`src/nvw_pkg.sv`:
```
package nvw_pkg;
  localparam int NVW_IDX_W = 6;
  localparam int NVW_DATA_W = 8;
  localparam int NVW_DEPTH = 64;
  // Control register bit positions
  localparam int NVW_BIT_PUNLOCK = 3;
  localparam int NVW_BIT_PSTART = 2;
  localparam int NVW_BIT_FUNLOCK = 1;
  localparam int NVW_BIT_FSTART = 0;
  // Bank byte that exposes the control register, and its offset
  localparam logic [7:0] NVW_CTRL_BANK = 8'h01;
  localparam logic [7:0] NVW_CTRL_OFFSET = 8'h40;
  // Reset values
  localparam logic [7:0] NVW_BANK_RST = 8'h00;
  localparam logic [3:0] NVW_CTRL_RST = 4'h0;
  localparam logic [5:0] NVW_IDX_RST = 6'h00;
  localparam logic [7:0] NVW_BUF_RST = 8'h00;
  // Internal timer: ticks per program cycle, timer divider, fetch length
  localparam int NVW_PROG_TICKS = 16;
  localparam int NVW_TICK_DIV = 8;
  localparam int NVW_FETCH_CYC = 2;
  localparam int NVW_SYNC_STAGES = 3;
  typedef enum logic [1:0] {NVW_IDLE, NVW_PROG, NVW_FETCH} nvw_state_e;
endpackage : nvw_pkg

```
`src/nvw_ctrl.sv`:
```
`timescale 1ns/1ps
`default_nettype none
// Overview of operation
// - Program start ignored without unlock set
// - Program cycle timed by asynchronous timer
// - Program start self-clears at completion
// - Program unlock cleared at power-on
// - Bank bytes reset to zero
// - Completion sets done and shared flags
// - Vector needs all enables, stack not full
// - Service clears shared flag only
// - Unlock bit 3, start bit 2
// - Fetch unlock bit 1, start bit 0
// - 64 bytes, 6-bit index
// - Fetch needs unlock, self-clears, byte held
// - Fetch start ignored without fetch unlock
module nvw_ctrl #(
  parameter int PROG_TICKS = nvw_pkg::NVW_PROG_TICKS
) (
  input wire logic sys_clk,
  input wire logic sys_rst,
  input wire logic timer_toggle,
  input wire logic idx_we,
  input wire logic [nvw_pkg::NVW_IDX_W-1:0] idx_wdata,
  input wire logic buf_we,
  input wire logic [nvw_pkg::NVW_DATA_W-1:0] buf_wdata,
  input wire logic bank1_we,
  input wire logic bank2_we,
  input wire logic [7:0] bank_wdata,
  input wire logic offset1_we,
  input wire logic [7:0] offset1_wdata,
  input wire logic ind_we,
  input wire logic [7:0] ind_wdata,
  input wire logic global_irq_enable,
  input wire logic nv_done_irq_enable,
  input wire logic mf_irq_enable,
  input wire logic stack_full,
  input wire logic irq_service,
  input wire logic done_flag_clr,
  input wire logic low_power,
  output logic [7:0] nv_cell_index,
  output logic [7:0] nv_byte_buffer,
  output logic [7:0] nv_control_reg,
  output logic [7:0] indirect_port1,
  output logic [7:0] pointer1_bank_byte,
  output logic [7:0] pointer2_bank_byte,
  output logic [7:0] pointer1_offset_byte,
  output logic nv_done_irq_flag,
  output logic mf_irq_flag,
  output logic irq_vector,
  output logic op_failed
);
  import nvw_pkg::*;

  logic [NVW_DATA_W-1:0] mem_r [NVW_DEPTH];
  logic [NVW_DATA_W-1:0] mem_nxt [NVW_DEPTH];
  nvw_state_e state_r, state_nxt;
  logic [NVW_IDX_W-1:0] idx_r, idx_nxt, lat_idx_r, lat_idx_nxt;
  logic [7:0] buf_r, buf_nxt, lat_data_r, lat_data_nxt;
  logic [3:0] ctrl_r, ctrl_nxt;
  logic [7:0] bank1_r, bank1_nxt, bank2_r, bank2_nxt, off1_r, off1_nxt;
  logic [7:0] ticks_r, ticks_nxt;
  logic done_r, done_nxt, mf_r, mf_nxt, vec_r, vec_nxt, fail_r, fail_nxt;
  logic tick;
  logic ctrl_sel;
  logic prog_end;
  logic [7:0] ind_r, ind_nxt;

  nvw_tick_sync u_sync (
    .sys_clk(sys_clk),
    .sys_rst(sys_rst),
    .async_in(timer_toggle),
    .tick_pulse(tick)
  );

  // Control register writable only through the indirect port at bank 1
  assign ctrl_sel = (bank1_r == NVW_CTRL_BANK) && (off1_r == NVW_CTRL_OFFSET);
  assign prog_end = (state_r == NVW_PROG) && tick &&
                    (ticks_r == 8'(PROG_TICKS - 1));

  always_comb begin
    state_nxt = state_r;
    idx_nxt = idx_r;
    buf_nxt = buf_r;
    ctrl_nxt = ctrl_r;
    bank1_nxt = bank1_r;
    bank2_nxt = bank2_r;
    off1_nxt = off1_r;
    lat_idx_nxt = lat_idx_r;
    lat_data_nxt = lat_data_r;
    ticks_nxt = ticks_r;
    done_nxt = done_r;
    mf_nxt = mf_r;
    fail_nxt = 1'b0;
    mem_nxt = mem_r;
    if (idx_we) begin
      idx_nxt = idx_wdata;
    end
    if (buf_we) begin
      buf_nxt = buf_wdata;
    end
    if (bank1_we) begin
      bank1_nxt = bank_wdata;
    end
    if (bank2_we) begin
      bank2_nxt = bank_wdata;
    end
    if (offset1_we) begin
      off1_nxt = offset1_wdata;
    end
    if (ind_we && ctrl_sel) begin
      // Unlock bits follow software; start bits only set while idle and unlocked
      ctrl_nxt[NVW_BIT_PUNLOCK] = ind_wdata[NVW_BIT_PUNLOCK];
      ctrl_nxt[NVW_BIT_FUNLOCK] = ind_wdata[NVW_BIT_FUNLOCK];
      if (state_r == NVW_IDLE) begin
        if (ind_wdata[NVW_BIT_PSTART] && ctrl_r[NVW_BIT_PUNLOCK]) begin
          ctrl_nxt[NVW_BIT_PSTART] = 1'b1;
          lat_idx_nxt = idx_r;
          lat_data_nxt = buf_r;
          ticks_nxt = 8'h00;
          state_nxt = NVW_PROG;
        end else if (ind_wdata[NVW_BIT_FSTART] && ctrl_r[NVW_BIT_FUNLOCK]) begin
          ctrl_nxt[NVW_BIT_FSTART] = 1'b1;
          lat_idx_nxt = idx_r;
          ticks_nxt = 8'h00;
          state_nxt = NVW_FETCH;
        end
      end
    end
    case (state_r)
      NVW_IDLE: begin
      end
      NVW_PROG: begin
        if (tick) begin
          ticks_nxt = ticks_r + 8'h01;
        end
        if (low_power) begin
          ctrl_nxt[NVW_BIT_PSTART] = 1'b0;
          fail_nxt = 1'b1;
          state_nxt = NVW_IDLE;
        end else if (prog_end) begin
          mem_nxt[lat_idx_r] = lat_data_r;
          ctrl_nxt[NVW_BIT_PSTART] = 1'b0;
          state_nxt = NVW_IDLE;
        end
      end
      NVW_FETCH: begin
        ticks_nxt = ticks_r + 8'h01;
        if (low_power) begin
          ctrl_nxt[NVW_BIT_FSTART] = 1'b0;
          fail_nxt = 1'b1;
          state_nxt = NVW_IDLE;
        end else if (ticks_r == 8'(NVW_FETCH_CYC - 1)) begin
          buf_nxt = mem_r[lat_idx_r];
          ctrl_nxt[NVW_BIT_FSTART] = 1'b0;
          state_nxt = NVW_IDLE;
        end
      end
      default: begin
        state_nxt = NVW_IDLE;
      end
    endcase
    // Set wins over clear on both flags
    if (done_flag_clr) begin
      done_nxt = 1'b0;
    end
    if (irq_service) begin
      mf_nxt = 1'b0;
    end
    if (prog_end && !low_power) begin
      done_nxt = 1'b1;
      mf_nxt = 1'b1;
    end
    // Indirect view from next state, so the port leaves a flop
    ind_nxt = ((bank1_nxt == NVW_CTRL_BANK) && (off1_nxt == NVW_CTRL_OFFSET)) ?
              {4'h0, ctrl_nxt} : 8'h00;
  end

  // Vector request when both flags and all enables set, stack has room and no service
  assign vec_nxt = global_irq_enable && nv_done_irq_enable && mf_irq_enable &&
                   !stack_full && mf_r && done_r && !irq_service;

  always_ff @(posedge sys_clk) begin
    if (sys_rst) begin
      state_r <= NVW_IDLE;
      idx_r <= NVW_IDX_RST;
      buf_r <= NVW_BUF_RST;
      ctrl_r <= NVW_CTRL_RST;
      bank1_r <= NVW_BANK_RST;
      bank2_r <= NVW_BANK_RST;
      off1_r <= NVW_BANK_RST;
      lat_idx_r <= NVW_IDX_RST;
      lat_data_r <= NVW_BUF_RST;
      ticks_r <= 8'h00;
      done_r <= 1'b0;
      mf_r <= 1'b0;
      vec_r <= 1'b0;
      fail_r <= 1'b0;
      ind_r <= 8'h00;
    end else begin
      state_r <= state_nxt;
      idx_r <= idx_nxt;
      buf_r <= buf_nxt;
      ctrl_r <= ctrl_nxt;
      bank1_r <= bank1_nxt;
      bank2_r <= bank2_nxt;
      off1_r <= off1_nxt;
      lat_idx_r <= lat_idx_nxt;
      lat_data_r <= lat_data_nxt;
      ticks_r <= ticks_nxt;
      done_r <= done_nxt;
      mf_r <= mf_nxt;
      vec_r <= vec_nxt;
      fail_r <= fail_nxt;
      ind_r <= ind_nxt;
    end
  end

  // Array content is not cleared by reset
  always_ff @(posedge sys_clk) begin
    mem_r <= mem_nxt;
  end

  assign nv_cell_index = {2'b00, idx_r};
  assign nv_byte_buffer = buf_r;
  assign nv_control_reg = {4'h0, ctrl_r};
  assign indirect_port1 = ind_r;
  assign pointer1_bank_byte = bank1_r;
  assign pointer2_bank_byte = bank2_r;
  assign pointer1_offset_byte = off1_r;
  assign nv_done_irq_flag = done_r;
  assign mf_irq_flag = mf_r;
  assign irq_vector = vec_r;
  assign op_failed = fail_r;

  property p_start_guard;
    @(posedge sys_clk) disable iff (sys_rst)
      (state_r == NVW_IDLE && !ctrl_r[NVW_BIT_PUNLOCK]) |=> !ctrl_r[NVW_BIT_PSTART];
  endproperty
  a_start_guard: assert property (p_start_guard) else $error("start without unlock");

  property p_fetch_guard;
    @(posedge sys_clk) disable iff (sys_rst)
      (state_r == NVW_IDLE && !ctrl_r[NVW_BIT_FUNLOCK]) |=> !ctrl_r[NVW_BIT_FSTART];
  endproperty
  a_fetch_guard: assert property (p_fetch_guard) else $error("fetch without unlock");

  property p_self_clear;
    @(posedge sys_clk) disable iff (sys_rst)
      (prog_end && !low_power) |=> (!ctrl_r[NVW_BIT_PSTART] && state_r == NVW_IDLE);
  endproperty
  a_self_clear: assert property (p_self_clear) else $error("start bit not cleared");

  property p_flags_set;
    @(posedge sys_clk) disable iff (sys_rst)
      (prog_end && !low_power) |=> (done_r && mf_r);
  endproperty
  a_flags_set: assert property (p_flags_set) else $error("completion flags missing");

  property p_nonzero;
    @(posedge sys_clk) disable iff (sys_rst)
      $rose(ctrl_r[NVW_BIT_PSTART]) |-> !prog_end;
  endproperty
  a_nonzero: assert property (p_nonzero) else $error("zero-length program");

  property p_vector;
    @(posedge sys_clk) disable iff (sys_rst)
      irq_vector |-> $past(global_irq_enable) && $past(nv_done_irq_enable) &&
        $past(mf_irq_enable) && !$past(stack_full);
  endproperty
  a_vector: assert property (p_vector) else $error("vector without enables");

  property p_service;
    @(posedge sys_clk) disable iff (sys_rst)
      (irq_service && !prog_end && !done_flag_clr && done_r) |=> (!mf_r && done_r);
  endproperty
  a_service: assert property (p_service) else $error("service cleared wrong flag");

  property p_fetch_len;
    @(posedge sys_clk) disable iff (sys_rst)
      ($rose(ctrl_r[NVW_BIT_FSTART]) && !low_power) |-> ##2 !ctrl_r[NVW_BIT_FSTART];
  endproperty
  a_fetch_len: assert property (p_fetch_len) else $error("fetch did not end");

  property p_prog_write;
    @(posedge sys_clk) disable iff (sys_rst)
      (prog_end && !low_power) |=> (mem_r[$past(lat_idx_r)] == $past(lat_data_r));
  endproperty
  a_prog_write: assert property (p_prog_write) else $error("program data not stored");

  property p_abort;
    @(posedge sys_clk) disable iff (sys_rst)
      (state_r != NVW_IDLE && low_power) |=> (op_failed && state_r == NVW_IDLE);
  endproperty
  a_abort: assert property (p_abort) else $error("operation not aborted");

  property p_ind_view;
    @(posedge sys_clk) disable iff (sys_rst)
      indirect_port1 == (ctrl_sel ? {4'h0, ctrl_r} : 8'h00);
  endproperty
  a_ind_view: assert property (p_ind_view) else $error("indirect view wrong");
endmodule : nvw_ctrl
`default_nettype wire

```
`src/nvw_tick_sync.sv`:
```
`timescale 1ns/1ps
`default_nettype none
// Brings the asynchronous timer toggle into sys_clk, one pulse per change
module nvw_tick_sync (
  input wire logic sys_clk,
  input wire logic sys_rst,
  input wire logic async_in,
  output logic tick_pulse
);
  import nvw_pkg::*;
  logic [2:0] sync_r;
  logic [2:0] sync_nxt;
  logic pulse_r;
  logic pulse_nxt;

  always_comb begin
    sync_nxt = {sync_r[1:0], async_in};
    pulse_nxt = sync_r[1] ^ sync_r[2];
  end

  always_ff @(posedge sys_clk) begin
    if (sys_rst) begin
      sync_r <= 3'h0;
      pulse_r <= 1'b0;
    end else begin
      sync_r <= sync_nxt;
      pulse_r <= pulse_nxt;
    end
  end

  assign tick_pulse = pulse_r;
endmodule : nvw_tick_sync
`default_nettype wire

```
`config.mk`:
```
export PLATFORM = sky130hd
export DESIGN_NAME = nvw_ctrl
export DESIGN_NICKNAME = d
export VERILOG_FILES = /design/src/nvw_pkg.sv /design/src/nvw_ctrl.sv /design/src/nvw_tick_sync.sv
export SDC_FILE = /design/constraint.sdc
export NUM_CORES = 1
export LEC_CHECK = 0
export ABC_AREA = 0
export BUFFER_PORTS_ARGS = -buffer_cell sky130_fd_sc_hd__clkbuf_2
export CORE_MARGIN = 3
export CORE_UTILIZATION = 30
export CTS_BUF_LIST = sky130_fd_sc_hd__clkbuf_4
export DETAILED_ROUTE_END_ITERATION = 12
export HOLD_SLACK_MARGIN = 0.1
export SYNTH_ARGS = -nofsm -noshare
export SYNTH_HDL_FRONTEND = slang
export SYNTH_SLANG_ARGS = --single-unit
```
`constraint.sdc`:
```
create_clock -name sys_clk -period 4.1 [get_ports sys_clk]
set_input_delay 0.205 -clock sys_clk [delete_from_list [all_inputs] [get_ports sys_clk]]
set_output_delay 0.205 -clock sys_clk [all_outputs]
set_load 0.05 [all_outputs]
```
==> impl_metrics.py <==
metrics = {
    "outcome": {
        "status": "completed",
    },
    "synth": {
        "syn-cell-area_sq_um": 23400,
        "yosysTopAreaCell": "edfxtp_1",
        "yosys_warnings": 0,
        "ys_seq_elements": 590,
        "syn_avg_cell_area_sq_um": 16.1,
        "ys.flop_type": "edfxtp_1",
        "yosysUniqueCellTypes": 69,
        "yosysSeqAreaShare_pct": 72.3,
        "async_reset_ff_share_pct": 0,
        "ys_top_cells_by_area": "edfxtp_1 (66%), dfxtp_1 (6.7%), mux2i_1 (5.7%)",
        "synth-edff-count": 512,
        "synth_top_cell_area_share_pct": 65.7,
        "synthCells": 1458,
    },
    "place": {
        "globalplace.congestion": 0.906,
        "portBuffers": 99,
        "pre_cts_slack_ps": 734,
        "dpl.hpwl_um": 41200,
    },
    "layout": {
        "postLayoutCoreUtil_pct": 37.2,
        "nFillCells": 7127,
        "synthToLayoutAreaGrowth_pct": 21.8,
        "drive_gt1_share_pct": 27.0,
        "nets": 1896,
    },
    "clock_network": {
        "ctsHtreeMaxLevel": 4,
        "cts_setup_buffers": 0,
        "clock_latency_ps": 990,
        "clkTransAtPathRegs_ps": 60,
        "cts_sinks": 590,
        "cts_buffers": 154,
        "cts_tree": "built",
        "cts_buffer_depth": 3,
        "cts_root_buffer": "clkbuf_4",
    },
    "timing": {
        "setup_viol": 0,
        "layout_setup_ws_ps": 671,
        "final-hold-violation-count": 0,
        "tns_ps": 0,
        "fin_skew_ps": 56.6,
        "worst_pin_slew_ps": 1160,
        "slew_violations": 0,
        "rsz0062_at_grt": "false",
        "finalCritPeriodShare_pct": 83.6,
        "fin_crit_ps": 3430,
        "slew_headroom_pct": 22.6,
        "fmaxAchievable_mhz": 292,
    },
    "power": {
        "power_density_nw_per_um2": 412,
        "vdd_drop_max_v": 0.000191,
        "p_leak_uw": 0.0109,
        "p_total_uw": 11700,
    },
    "setup_path": {
        "crit_buf_inv": 0,
        "slowest_stage": "nor2_1",
        "cp-start-kind": "register",
        "critPathRequiredTime_ps": 4670,
        "end_kind": "register",
        "crit_fanout": 8,
        "worstPathArrival_ps": 4000,
        "critPathKind": "reg -> reg",
        "crit_family": "simple AND/OR/NAND/NOR gates",
        "crit_path_max_incr_delay_ps": 810,
        "cp_common_cell": "nor2_1",
        "path_cells": "nor4_1 > and4_1 > nand2b_1 > nor2_1 > nand2_1 > nor2_1",
    },
    "floorplan": {
        "die_area_sq_um": 81400,
        "core_sq_um": 76600,
        "start_util_pct": 30.6,
        "die_h_um": 285,
        "ios": 114,
        "fp.dieW_um": 285,
        "num_rows": 101,
    },
    "routing": {
        "first_iter_violations": 1949,
        "antenna_left": 0,
        "drt-pass1-iter-count": 5,
        "wire_per_inst_um": 22.6,
        "drt_wl_total_um": 67600,
        "drc": 0,
        "vias": 15200,
        "vias_per_cell": 5.09,
    },
    "global_route": {
        "grt_pass1_wl_um": 100000,
        "grt.total_usage_pct": 16.5,
        "overflow": 0,
        "antenna_found_initial": 2,
        "grt_start_max_net_pins": 66,
        "grt_pass1_vias": 15500,
    },
    "worst_hold_path": {
        "hold_path_class": "in -> reg",
    },
    "flow_run": {
        "drv_cap": 0,
    },
}
[cell usage after synthesis, types with 5 or more instances]
master,number
mux4_1,5
mux4_2,33
clkbuf_1,35
o22ai_1,17
a21oi_1,52
a21o_1,8
o2bb2ai_1,6
a31oi_1,9
or3_1,6
nor2b_1,10
buf_2,23
nor3_1,7
a221o_1,7
nand3_1,23
nand2b_1,6
edfxtp_1,512
nor2_1,155
nand3b_1,5
o21a_1,5
inv_1,6
a221oi_1,35
and3_1,6
nor4_1,7
o21ai_0,31
dfxtp_1,78
ha_1,6
a22oi_1,33
a22o_1,12
buf_6,11
mux2i_1,134
nand2_1,40
a32oi_1,5
a211oi_1,6
buf_4,22
mux2_2,37
[worst paths after layout]
check	startpoint	end	cells past startpoint	slack (ps)
worst min-delay path	idx_we	idx_r[5]	4	240
worst max register to register	ticks_r[5]	mem_r[165]	6	670
worst min register to register	u_sync.sync_r[0]	u_sync.sync_r[1]	1	450
worst max-delay path	ticks_r[5]	mem_r[165]	6	670
[registers in the layout (all words and copies together), names as in the netlist, 2 cells and up]
signal                count
u_sync.sync_r             3
pointer1_offset_byte      8
ctrl_r                    4
lat_idx_r                 6
pointer2_bank_byte        8
state_r                   2
idx_r                     6
mem_r                   512
ticks_r                   8
indirect_port1            4
nv_byte_buffer            8
lat_data_r                8
pointer1_bank_byte        8
[power by group]
part / leakage [uW] / internal (uW) / total [uW] / switching, uW
combinational: 0.00312 / 135 / 323 / 188
clock: 0.00115 / 2590 / 4950 / 2360
sequential: 0.00660 / 6450 / 6470 / 24.3
[layout by cell type, fill, tap and decap left out, types with 7 or more instances in the layout]
master / count
a21o_1: 8
a21oi_1: 52
a221o_1: 7
a221oi_1: 35
a22o_1: 12
a22oi_1: 33
a31oi_1: 9
buf_4: 96
clkbuf_2: 99
clkbuf_4: 220
clkinv_1: 42
conb_1: 10
dfxtp_1: 67
dfxtp_2: 8
dlygate4sd3_1: 112
edfxtp_1: 512
mux2_2: 37
mux2i_1: 134
mux4_2: 33
nand2_1: 40
nand3_1: 23
nor2_1: 154
nor2b_1: 9
nor4_1: 7
o21ai_0: 31
o22ai_1: 17
[worst register-to-register path, delay by kind of cell (launching register included)]
kind	cells	cell delay, ps
flops	1	360
simple gates	6	2700
[per-layer routing]
layer | track usage, % | part of all wire [%] | up-vias
li1 | - | - | 6584
met1 | 21.6 | 40 | 7639
met2 | 26.3 | 46 | 850
met3 | 4.31 | 9.8 | 140
met4 | 6.42 | 3.2 | 0
met5 | 0 | 0 | -
[stage by stage]
step                std cells  cell area [sq um]  hold WS (ps)
detailed placement       2598              25500           378
floorplan                1467              23500           282
global route             2988              28500           214
finish                   2989              28500           245
CTS                      2983              28500           122
global placement         2598              25500           376
[logic make-up (layout without fill, tap and decap cells)]
family | count (synthesis) | count (layout) | synth area share, %
AO/OA/AOI/OAI | 250 | 250 | 7.53
other | 1 | 16 | 0.0160
flip-flops | 590 | 590 | 72.3
XOR/XNOR | 1 | 1 | 0.0374
AND/OR/NAND/NOR | 295 | 295 | 5.85
multiplexers | 211 | 211 | 11.4
buffers and inverters | 104 | 590 | 2.55
adder cells (fa/ha/maj) | 6 | 6 | 0.321
[final cells by class]
type / instances / area, sq um / area share (%)
Timing Repair Buffer: 310 / 2400 / 8.41
Clock inverter: 53 / 258 / 0.904
Sequential cell: 590 / 17000 / 59.5
Clock buffer: 220 / 1650 / 5.79
Tap cell: 1030 / 1290 / 4.52
Multi-Input combinational cell: 773 / 5930 / 20.8
Inverter: 7 / 26.3 / 0.0921
Antenna cell: 6 / 15.0 / 0.0526
[what timing repair did]
| action | 4_1_cts | 5_1_grt |
|---|---|---|
| endpoints found under the setup margin | 0 | 0 |
| gates resized for setup | 0 | 0 |
| endpoints found under the hold margin | 75 | 0 |
| hold buffers | 112 | 0 |
Note: power is estimated with default switching activity, not from simulation.
